--- src/shared/lmbp_regs.vh ---
// Constants for the local-memory bus pin sequencer: phase boundaries,
// address decode limits and clock step sizes.
// Assumes a memory cycle split into sixteen sixteenths, counted 0..15.
`ifndef LMBP_REGS_VH
`define LMBP_REGS_VH

// Sixteenth counter width and phase boundaries
`define LMBP_PHASE_W        4
`define LMBP_Q2_FIRST       4'h4
`define LMBP_DATA_FIRST     4'h8
`define LMBP_CAS_FIRST      4'h5
`define LMBP_CAS_LAST       4'h7
`define LMBP_REF_CAS_LAST   4'h2
`define LMBP_CLKB_LAG       4'h2

// Phase steps per core clock: slower bus divides by 8, faster by 4
`define LMBP_STEP_SLOW      4'h1
`define LMBP_STEP_FAST      4'h2

// Address decode, 21-bit byte address: chapter in [20:16]
`define LMBP_ADDR_W         21
`define LMBP_ROM_LAST       21'h00000F
`define LMBP_EPROM_LO       21'h000010
`define LMBP_EPROM_HI       21'h00FFFF
`define LMBP_EPROM_CHAP     5'h1F

// Phase reset value; direction drive level loaded every clock out of reset
`define LMBP_PHASE_RST      4'h0
`define LMBP_DIR_OE_RST     1'b1

`endif

--- src/rtl/lmbp_sync.v ---
// Two-stage synchroniser for a bundle of pin inputs.
// Assumes every bit is independent; no bus coherence across bits is kept.
`timescale 1ns/100ps

module lmbp_sync #(
    parameter W = 8                  // Number of bits carried
) (
    input  wire         core_clk,    // Core clock
    input  wire [W-1:0] pin_in,      // Raw pin levels
    output wire [W-1:0] pin_sync     // Levels after two flops
);

    ////////////////////////////////////////////////////////////////////////
    // Stages; data only, so no reset: strap capture needs the live value
    reg [W-1:0] meta_q;              // First stage, read only by second
    reg [W-1:0] sync_q;              // Second stage, safe to use

    // Two flops in series
    always @(posedge core_clk) begin
        meta_q <= pin_in;
        sync_q <= meta_q;
    end

    assign pin_sync = sync_q;

endmodule

--- src/rtl/lmbp_pins.v ---
// Local-memory bus pin sequencer: bus clocks, extended address and parity
// multiplexing, strobes and buffer controls for DRAM, EPROM and ROM.
// Assumes core_clk stands in for the oscillator and that the request side
// runs on core_clk. Lanes are driven elsewhere; only sampled here.
`timescale 1ns/100ps
`include "lmbp_regs.vh"

module lmbp_pins #(
    parameter PARITY_ODD = 1'b1               // Odd parity when set
) (
    input  wire        core_clk,                   // Core clock, 40 MHz
    input  wire        rst_n,                      // Synchronous reset
    input  wire        clock_divider_select,       // Pin: divider select
    input  wire        bootstrap_input,            // Pin: boot strap
    input  wire        req_valid,                  // Access request
    input  wire        req_write,                  // Request is a write
    input  wire        req_refresh,                // Request is refresh
    input  wire [20:0] req_addr,                   // Byte address
    input  wire [15:0] req_wdata,                  // Write data
    input  wire        parity_check_en,            // Check read parity
    input  wire [7:0]  addr_data_lane_high_i,      // Pin: high lane in
    input  wire [7:0]  addr_data_lane_low_i,       // Pin: low lane in
    input  wire        ext_addr_parity_high_pin_i, // Pin: high parity in
    input  wire        ext_addr_parity_low_pin_i,  // Pin: low parity in
    output reg         req_taken,                  // Request accepted
    output reg         rd_valid,                   // Read data ready
    output reg  [15:0] rd_data,                    // Read data
    output reg         parity_error,               // Read parity bad
    output reg         boot_source,                // Boot bit state
    output reg         local_bus_clock_a,          // Bus clock one
    output reg         local_bus_clock_b,          // Bus clock two
    output reg         buffer_enable_n,            // Buffer enable
    output reg         data_direction_o,           // Direction level
    output reg         data_direction_oe,          // Direction drive
    output reg         burned_addr_rom_oe_n,       // Address ROM enable
    output reg         column_strobe_n,            // Column strobe
    output reg         refresh_in_progress,        // Refresh flag
    output reg         ext_addr_upper_pin_o,       // Upper pin level
    output reg         ext_addr_upper_pin_oe,      // Upper pin drive
    output reg         ext_addr_parity_high_pin_o, // High pin level
    output reg         ext_addr_parity_high_pin_oe,// High pin drive
    output reg         ext_addr_parity_low_pin_o,  // Low pin level
    output reg         ext_addr_parity_low_pin_oe  // Low pin drive
);

    ////////////////////////////////////////////////////////////////////////
    // Pin synchronisers
    wire [19:0] pins_s;                // Synchronised pin bundle
    wire        div_sel_s;             // Divider select, synced
    wire        boot_pin_s;            // Bootstrap, synced
    wire [7:0]  lane_h_s;              // High lane, synced
    wire [7:0]  lane_l_s;              // Low lane, synced
    wire        par_h_s;               // High parity in, synced
    wire        par_l_s;               // Low parity in, synced

    lmbp_sync #(
        .W        (20)
    ) u_sync (
        .core_clk (core_clk),
        .pin_in   ({clock_divider_select, bootstrap_input,
                    addr_data_lane_high_i, addr_data_lane_low_i,
                    ext_addr_parity_high_pin_i, ext_addr_parity_low_pin_i}),
        .pin_sync (pins_s)
    );

    assign div_sel_s  = pins_s[19];
    assign boot_pin_s = pins_s[18];
    assign lane_h_s   = pins_s[17:10];
    assign lane_l_s   = pins_s[9:2];
    assign par_h_s    = pins_s[1];
    assign par_l_s    = pins_s[0];

    ////////////////////////////////////////////////////////////////////////
    // Cycle state
    reg  [3:0]  phase_q;               // Sixteenth within memory cycle
    reg         fast_q;                // Faster bus, step of two
    reg         active_q;              // An access occupies this cycle
    reg         cyc_write_q;           // Current cycle writes
    reg         cyc_refresh_q;         // Current cycle refreshes
    reg  [20:0] cyc_addr_q;            // Current cycle address
    reg  [15:0] cyc_wdata_q;           // Current cycle write data
    reg         boot_q;                // Boot source bit

    wire [3:0]  step;                  // Phase advance per clock
    wire [4:0]  phase_sum;             // Phase plus step, with carry
    wire        wrap;                  // Last clock of memory cycle

    // Divider chosen per cycle so the bus clocks never glitch mid-cycle
    assign step      = fast_q ? `LMBP_STEP_FAST : `LMBP_STEP_SLOW;
    assign phase_sum = {1'b0, phase_q} + {1'b0, step};
    assign wrap      = phase_sum[4];

    ////////////////////////////////////////////////////////////////////////
    // Phase counter and request capture
    always @(posedge core_clk) begin
        if (!rst_n) begin
            phase_q       <= `LMBP_PHASE_RST;
            fast_q        <= 1'b0;
            active_q      <= 1'b0;
            cyc_write_q   <= 1'b0;
            cyc_refresh_q <= 1'b0;
            cyc_addr_q    <= 21'h000000;
            cyc_wdata_q   <= 16'h0000;
            req_taken     <= 1'b0;
            // Strap held in reset; reset must outlast the sync latency
            boot_q        <= boot_pin_s;
        end else begin
            phase_q   <= phase_sum[3:0];
            req_taken <= wrap & req_valid;
            // New cycle: pick divider and take the pending request
            if (wrap) begin
                fast_q        <= ~div_sel_s;
                active_q      <= req_valid;
                cyc_write_q   <= req_write & ~req_refresh;
                cyc_refresh_q <= req_refresh;
                cyc_addr_q    <= req_addr;
                cyc_wdata_q   <= req_wdata;
            end
        end
    end

    ////////////////////////////////////////////////////////////////////////
    // Address fields and decode
    wire [4:0]  chapter;               // Address bits AX0..AX4
    wire        bit_ax0;               // Extended bit 0, MSB of chapter
    wire        bit_ax1;               // Extended bit 1
    wire        bit_ax2;               // Extended bit 2
    wire        bit_ax3;               // Extended bit 3
    wire        bit_a14;               // Word address LSB
    wire        in_rom;                // Address ROM range
    wire        in_eprom;              // EPROM range with ROM boot
    wire        access;                // Ordinary read or write cycle

    // Bit 0 is the most significant in the pin numbering
    assign chapter  = cyc_addr_q[20:16];
    assign bit_ax0  = chapter[4];
    assign bit_ax1  = chapter[3];
    assign bit_ax2  = chapter[2];
    assign bit_ax3  = chapter[1];
    assign bit_a14  = cyc_addr_q[1];
    assign in_rom   = (cyc_addr_q <= `LMBP_ROM_LAST);
    assign in_eprom = ~boot_q &
                      (((cyc_addr_q >= `LMBP_EPROM_LO) &
                        (cyc_addr_q <= `LMBP_EPROM_HI)) |
                       (chapter == `LMBP_EPROM_CHAP));
    assign access   = active_q & ~cyc_refresh_q;

    ////////////////////////////////////////////////////////////////////////
    // Quarter decode
    wire        in_q1;                 // First quarter
    wire        in_q2;                 // Second quarter
    wire        in_data;               // Last half
    wire        in_cas;                // Column window after row part
    wire        in_ref_cas;            // Refresh column window
    wire [3:0]  phase_lag;             // Phase delayed a quarter period

    assign in_q1      = (phase_q < `LMBP_Q2_FIRST);
    assign in_q2      = ~in_q1 & (phase_q < `LMBP_DATA_FIRST);
    assign in_data    = (phase_q >= `LMBP_DATA_FIRST);
    assign in_cas     = (phase_q >= `LMBP_CAS_FIRST) &
                        (phase_q <= `LMBP_CAS_LAST);
    assign in_ref_cas = (phase_q <= `LMBP_REF_CAS_LAST);
    assign phase_lag  = phase_q - `LMBP_CLKB_LAG;

    ////////////////////////////////////////////////////////////////////////
    // Parity generation
    wire        wpar_h;                // Parity of high write byte
    wire        wpar_l;                // Parity of low write byte
    wire        rpar_bad;              // Read parity mismatch

    assign wpar_h   = (^cyc_wdata_q[15:8]) ^ PARITY_ODD;
    assign wpar_l   = (^cyc_wdata_q[7:0]) ^ PARITY_ODD;
    assign rpar_bad = ((^lane_h_s) ^ PARITY_ODD ^ par_h_s) |
                      ((^lane_l_s) ^ PARITY_ODD ^ par_l_s);

    ////////////////////////////////////////////////////////////////////////
    // Next pin values from the current phase
    reg         clk_a_d;               // Bus clock one next
    reg         clk_b_d;               // Bus clock two next
    reg         ben_n_d;               // Buffer enable next
    reg         dir_d;                 // Direction next
    reg         rom_oe_n_d;            // Address ROM enable next
    reg         cas_n_d;               // Column strobe next
    reg         upper_d;               // Upper pin level next
    reg         par_h_d;               // High pin level next
    reg         par_l_d;               // Low pin level next
    reg         addr_oe_d;             // Extended pins drive, address
    reg         par_oe_d;              // Parity pins drive

    // All pin outputs share one register stage, so their relative
    // timing matches the phase decode exactly
    always @* begin
        // Bus clocks: period of eight sixteenths, second a quarter late
        clk_a_d    = ~phase_q[2];
        clk_b_d    = ~phase_lag[2];
        // Buffers open only while data is on the lanes
        ben_n_d    = ~(access & in_data);
        // Direction set at cycle start, well before the data half
        dir_d      = access & cyc_write_q;
        // Address ROM enabled for reads of the lowest sixteen bytes
        rom_oe_n_d = ~(access & ~cyc_write_q & in_rom);
        // Column strobe
        if (active_q & cyc_refresh_q) begin
            // Strobe leads the row strobe for column-first refresh
            cas_n_d = ~in_ref_cas;
        end else begin
            // Normal window, blocked for ROM and EPROM ranges
            cas_n_d = ~(access & in_cas & ~in_rom & ~in_eprom);
        end
        // Upper pin: AX2 in first quarter, A14 afterwards
        upper_d    = in_q1 ? bit_ax2 : bit_a14;
        // High and low pins: extended bits, then parity
        if (in_q1) begin
            par_h_d = bit_ax1;
            par_l_d = bit_ax3;
        end else if (in_q2) begin
            par_h_d = bit_ax0;
            par_l_d = bit_ax2;
        end else begin
            par_h_d = wpar_h;
            par_l_d = wpar_l;
        end
        // Address driven on every non-refresh access; parity driven only when writing
        addr_oe_d  = access;
        par_oe_d   = access & (~in_data | cyc_write_q);
    end

    ////////////////////////////////////////////////////////////////////////
    // Output registers
    always @(posedge core_clk) begin
        if (!rst_n) begin
            local_bus_clock_a           <= 1'b1;
            local_bus_clock_b           <= 1'b1;
            buffer_enable_n             <= 1'b1;
            data_direction_o            <= 1'b0;
            data_direction_oe           <= 1'b0;
            burned_addr_rom_oe_n        <= 1'b1;
            column_strobe_n             <= 1'b1;
            refresh_in_progress         <= 1'b0;
            ext_addr_upper_pin_o        <= 1'b0;
            ext_addr_upper_pin_oe       <= 1'b0;
            ext_addr_parity_high_pin_o  <= 1'b0;
            ext_addr_parity_high_pin_oe <= 1'b0;
            ext_addr_parity_low_pin_o   <= 1'b0;
            ext_addr_parity_low_pin_oe  <= 1'b0;
            boot_source                 <= 1'b0;
        end else begin
            local_bus_clock_a           <= clk_a_d;
            local_bus_clock_b           <= clk_b_d;
            buffer_enable_n             <= ben_n_d;
            data_direction_o            <= dir_d;
            data_direction_oe           <= `LMBP_DIR_OE_RST;
            burned_addr_rom_oe_n        <= rom_oe_n_d;
            column_strobe_n             <= cas_n_d;
            // Lets board logic gate the strobe for row-first DRAMs
            refresh_in_progress         <= active_q & cyc_refresh_q;
            ext_addr_upper_pin_o        <= upper_d;
            ext_addr_upper_pin_oe       <= addr_oe_d;
            ext_addr_parity_high_pin_o  <= par_h_d;
            ext_addr_parity_high_pin_oe <= par_oe_d;
            ext_addr_parity_low_pin_o   <= par_l_d;
            ext_addr_parity_low_pin_oe  <= par_oe_d;
            boot_source                 <= boot_q;
        end
    end

    ////////////////////////////////////////////////////////////////////////
    // Read capture and parity check
    // Sampled on the last clock; synchroniser lag means the lanes seen
    // here were on the pins two clocks earlier, still in the data half
    always @(posedge core_clk) begin
        if (!rst_n) begin
            rd_valid     <= 1'b0;
            rd_data      <= 16'h0000;
            parity_error <= 1'b0;
        end else begin
            rd_valid     <= wrap & access & ~cyc_write_q;
            parity_error <= wrap & access & ~cyc_write_q &
                            parity_check_en & rpar_bad;
            // Data held until the next read completes
            if (wrap & access & ~cyc_write_q) begin
                rd_data <= {lane_h_s, lane_l_s};
            end
        end
    end

endmodule

--- config.mk ---
export PLATFORM = sky130hd
export DESIGN_NAME = lmbp_pins
export DESIGN_NICKNAME = d
export VERILOG_FILES = /design/src/rtl/lmbp_sync.v /design/src/rtl/lmbp_pins.v
export VERILOG_INCLUDE_DIRS = /design/src /design/src/shared
export SDC_FILE = /design/constraint.sdc
export NUM_CORES = 1
export LEC_CHECK = 0
export ABC_AREA = 1
export ABC_CLOCK_PERIOD_IN_PS = 2730
export BUFFER_PORTS_ARGS = -buffer_cell sky130_fd_sc_hd__buf_2
export CORE_MARGIN = 2
export CORE_UTILIZATION = 50
export CTS_CLUSTER_SIZE = 40
export DETAILED_ROUTE_END_ITERATION = 8
export HOLD_SLACK_MARGIN = 0.08
export PLACE_DENSITY = 0.76
export REMOVE_ABC_BUFFERS = 1
export SKIP_CTS_REPAIR_TIMING = 1
export SLEW_MARGIN = 20
export SYNTH_ARGS = -nofsm -noshare
export SYNTH_HDL_FRONTEND = slang
export SYNTH_SLANG_ARGS = --single-unit
--- constraint.sdc ---
create_clock -name core_clk -period 2.73 [get_ports core_clk]
set_input_delay 0.4095 -clock core_clk [delete_from_list [all_inputs] [get_ports core_clk]]
set_output_delay 0.4095 -clock core_clk [all_outputs]
set_load 0.02 [all_outputs]
# --- After elaboration in Yosys (flattened, before gate mapping) ---
# Cells that the tools add are included.
word_totals:
  inputBits: 63
  ff_bits: 119
  output_inout_bits: 34
  wordCells: 96
op_classes:
  n_addsub: 2
  n_mux: 8
  n_eq_ne: 1
  magnitude_cmp: 9
  bitwise: 44
  reduce_logical: 4
op_table:
  columns: ["cell", "count"]
  rows:
  - ["8-bit XOR reduction", 4]
  - ["21-bit by 5-bit >= comparator with 1-bit output (second input constant)", 1]
  - ["21-bit by 16-bit <= comparator with 1-bit output (second input constant)", 1]
  - ["21-bit by 4-bit <= comparator with 1-bit output (second input constant)", 1]
  - ["1-bit bitwise AND", 20]
  - ["1-bit inverter", 19]
  - ["1-bit two-way mux", 7]
  - ["4-bit by 2-bit adder with 5-bit output", 1]
  - ["5-bit equality test (second input constant)", 1]
  - ["4-bit by 3-bit >= comparator with 1-bit output (second input constant)", 1]
  - ["4-bit >= comparator (second input constant)", 1]
  - ["4-bit by 2-bit <= comparator with 1-bit output (second input constant)", 1]
  - ["4-bit by 3-bit <= comparator with 1-bit output (second input constant)", 1]
  - ["4-bit by 3-bit < comparator with 1-bit output (second input constant)", 1]
  - ["4-bit < comparator (second input constant)", 1]
  - ["1-bit OR", 3]
  - ["3-bit by 2-bit subtractor with 3-bit output (second input constant)", 1]
  - ["2-bit two-way mux", 1]
  - ["1-bit bitwise XOR", 2]

# --- Logic depth before layout (Yosys ltp) ---
logic_depth:
  depth_word: 8
  depth_mapped: 11
  ltp_nobuf: 10

# --- Hierarchy ---
# Synthesis repeated with hierarchy kept, for this count alone.
unflattened:
  hier_cells: 472
  area_unflattened_um2: 4066.4
by_module_without_submodules:
  columns: ["module", "seq_area_each_um2", "n_inst", "area_per_inst_um2", "cells_per_inst"]
  rows:
  - ["lmbp_pins", 1531.5, 1, 3265.6, 432]
  - ["lmbp_sync", 800.8, 1, 800.8, 40]

# --- Worst setup path after synthesis ---
# No wires, ideal clock.
synth_timing:
  path_type: "register -> register"
  startpoint: "register fast_q"
  endpoint: "register cyc_addr_q[17]"
  path_stages_with_launch: 11
  synth_period_minus_slack_ns: 1.888
  t_arrival_ns: 1.768
  path_slack_ns: 0.842
  setup_time_ns: 0.119
  required_ns: 2.611
  cell_sequence: "dfxtp_1 > inv_1 > ha_1 > inv_1 > fa_1 > nor3_4 > buf_6 > inv_2 > clkbuf_2 > o21ai_0 > a21oi_1"
synth_between:
  elab_chain_cells: 2
synth_rtl:
  columns: ["element", "line", "rtl"]
  rows:
  - ["start: declaration", "lmbp_pins.v:76", "reg fast_q;"]
  - ["start signal: assignment", "lmbp_pins.v:112", "fast_q <= ~div_sel_s;"]
  - ["2-bit two-way mux (no source line)", null, null]
  - ["4-bit by 2-bit adder with 5-bit output", "lmbp_pins.v:90", "assign phase_sum = {1'b0, phase_q} + {1'b0, step};"]
  - ["end signal: assignment", "lmbp_pins.v:116", "cyc_addr_q <= req_addr;"]
  - ["end: declaration", "lmbp_pins.v:80", "reg [20:0] cyc_addr_q;"]
# No other way between the ends.
# A chain may end at the register's enable or synchronous reset.

# --- Final worst setup path ---
layout_timing:
  startpoint: "register fast_q"
  endpoint: "register cyc_write_q"
layout_between:
  elab_chain_cells: 2
layout_rtl:
  columns: ["element", "line", "rtl"]
  rows:
  - ["2-bit two-way mux (no source line)", null, null]
  - ["4-bit by 2-bit adder with 5-bit output", "lmbp_pins.v:90", null]
  - ["end signal: assignment", "lmbp_pins.v:114", "cyc_write_q <= req_write & ~req_refresh;"]
  - ["end: declaration", "lmbp_pins.v:78", "reg cyc_write_q;"]
# No other way between the ends.

==> results.sh <==
export IMPL_viasPerCell=4.82
export IMPL_power_mw=4.28
export IMPL_stdcell_area_sq_um=5410
export IMPL_clockBufferDepth=2
export IMPL_crit_buf_inv=3
export IMPL_timing_final_ws_setup_ps=356
export IMPL_slowest_delay_ps=430
export IMPL_place_inst=655
export IMPL_ys_seq_area_share_pct=57.0
export IMPL_met2_usage_pct=35.2
export IMPL_final_cells=707
export IMPL_io_pins=97
export IMPL_p_leak_nw=2.59
export IMPL_tightest_slew_ps=803
export IMPL_vias=3406
export IMPL_final_common_cell="dfxtp_1"
export IMPL_crit_fanout=51
export IMPL_crit_path_cell_trace="inv_1, ha_1, inv_1, fa_1, nor3_4, inv_2, nor2_1, a22oi_1, nor2_1"
export IMPL_cts_buffers=17
export IMPL_grt_pass1_wl_um=14000
export IMPL_drive_gt1_share_pct=23.4
export IMPL_relSlewSlack_pct=46.4
export IMPL_finalHoldViolations=0
export IMPL_cp_required_ps=3160
export IMPL_track_usage_pct=20.3
export IMPL_vdd_drop_max_mv=0.543
export IMPL_area_delta_synth_final_pct=32.2
export IMPL_critPathTopFamily="simple AND/OR/NAND/NOR gates"
export IMPL_die_y_um=94.5
export IMPL_grt_max_degree=52
export IMPL_worstHoldPathType="in2reg"
export IMPL_start_util_pct=50.6
export IMPL_clkLatencyLatePin_ps=500
export IMPL_synth_distinct_cells=32
export IMPL_arrival_ps=2810
export IMPL_startpoint_type="flip-flop"
export IMPL_grt_busiest_layer="met2"
export IMPL_period_minus_slack_ps=2370
export IMPL_clock_sinks=116
export IMPL_rsz0062_at_grt="no"
export IMPL_final_core_util_pct=66.9
export IMPL_grt_overflow=0
export IMPL_port_buffers=93
export IMPL_drtIter0Drc=154
export IMPL_drt_wl_total_um=9030
export IMPL_post_dp_cell_area_sq_um=4580
export IMPL_maxSlewViolCount=0
export IMPL_worst_hold_slack_ps=138
export IMPL_grt_pass1_vias=3303
export IMPL_synthArstFlopShare_pct=0
export IMPL_gp_congestion=0.863
export IMPL_wl_per_cell_um=12.8
export IMPL_synthCells=479
export IMPL_die_area_sq_um=8930
export IMPL_rows=33
export IMPL_netlist_area_sq_um=4090
export IMPL_setup_viol=0
export IMPL_final_antenna_net_count=0
export IMPL_max_freq_mhz=421
export IMPL_die_w_um=94.5
export IMPL_dp_final_hpwl_um=5490
export IMPL_gr_usage_met1_pct=22.3
export IMPL_grt_antenna_before_repair=0
export IMPL_critical_path_slowest_cell="fa_1"
export IMPL_crit_type="reg2reg"
export IMPL_ctsHtreeMaxLevel=4
export IMPL_diodes=0
export IMPL_final_setup_tns_ps=0
export IMPL_drc=0
export IMPL_pre_cts_slack_ps=368
export IMPL_power_density_nw_per_um2=790
export IMPL_synth_enable_flop_cells=1
export IMPL_ys_ff_latch=116
export IMPL_post_route_period_util_pct=87.0
export IMPL_core_area_sq_um=8090
export IMPL_maxCapViolations=0
export IMPL_syn_mean_instance_area_sq_um=8.55
export IMPL_outcome="finished clean"
export IMPL_cp_end_kind="flip-flop"
export IMPL_cts_tree="built"
export IMPL_fin_nets=657
export IMPL_use_met3_pct=6.46
export IMPL_clock_skew_ps=9.11
export IMPL_synth_flop_cell="dfxtp_1"
export IMPL_clk_pin_slew_worst_paths_ps=60
export IMPL_synth_warnings=0
export IMPL_firstDrtPassIters=4
export IMPL_mostFrequentLayoutCells="dfxtp_1, buf_2, nand2_1"
export IMPL_root_buffer="clkbuf_8"
where the power goes:
group | switching [mW] | total, mW | internal (mW) | leakage, nW
clock network | 0.795 | 2.35 | 1.55 | 0.309
logic | 0.0906 | 0.175 | 0.0839 | 1.33
registers | 0.0199 | 1.76 | 1.74 | 0.953
synthesized netlist by cell type (5+ instances only):
cell type / instances / area (sq um)
xor2_1: 8 / 70.1
buf_2: 5 / 25.0
clkbuf_1: 12 / 45.0
nand2_1: 76 / 285
dfxtp_1: 115 / 2300
o21ai_0: 46 / 230
nor2_1: 74 / 278
xnor2_1: 12 / 105
nand3_1: 17 / 85.1
inv_1: 42 / 158
o21ai_1: 10 / 50.1
a21oi_1: 26 / 130
kinds of logic after synthesis:
kind of cell	share of synthesized area, %
buf+inv	7.58
fa+ha+maj	1.71
simple gates	17.5
xor+xnor	4.28
compound gates	12.0
flops	57.0
tightest hold or removal path, delay by kind of cell:
family	cells	cell delay [ps]
and+or+nand+nor	2	110
buffers and inverters	1	70
metal layers:
metal | routed length (um) | vias up
li1 | - | 1740
met1 | 3720 | 1555
met2 | 4650 | 100
met3 | 559 | 11
met4 | 94 | 0
met5 | 0 | -
final cells by class:
cell class	count	area, sq um
clock buffers	19	443
clock inverters	13	194
fillers	643	2680
inverters	47	181
multi-input cells	292	1450
flip-flops and latches	116	2330
well taps	105	131
repair buffers	115	681
sequential cells by signal (all words and copies together), names as in the netlist, 4 cells and up:
name             flops
rd_data             16
cyc_wdata_q         16
phase_q              4
cyc_addr_q          18
u_sync.pin_sync     20
u_sync.meta_q       20
final timing paths:
kind                               to         startpoint  slack [ps]  cells past startpoint
hold reg to reg   u_sync.pin_sync[18]  u_sync.meta_q[18]         330                      0
setup / recovery          cyc_write_q             fast_q         360                      9
hold / removal         cyc_wdata_q[4]       req_wdata[4]         140                      3
setup reg to reg          cyc_write_q             fast_q         360                      9
(Power assumes the default switching activity.)
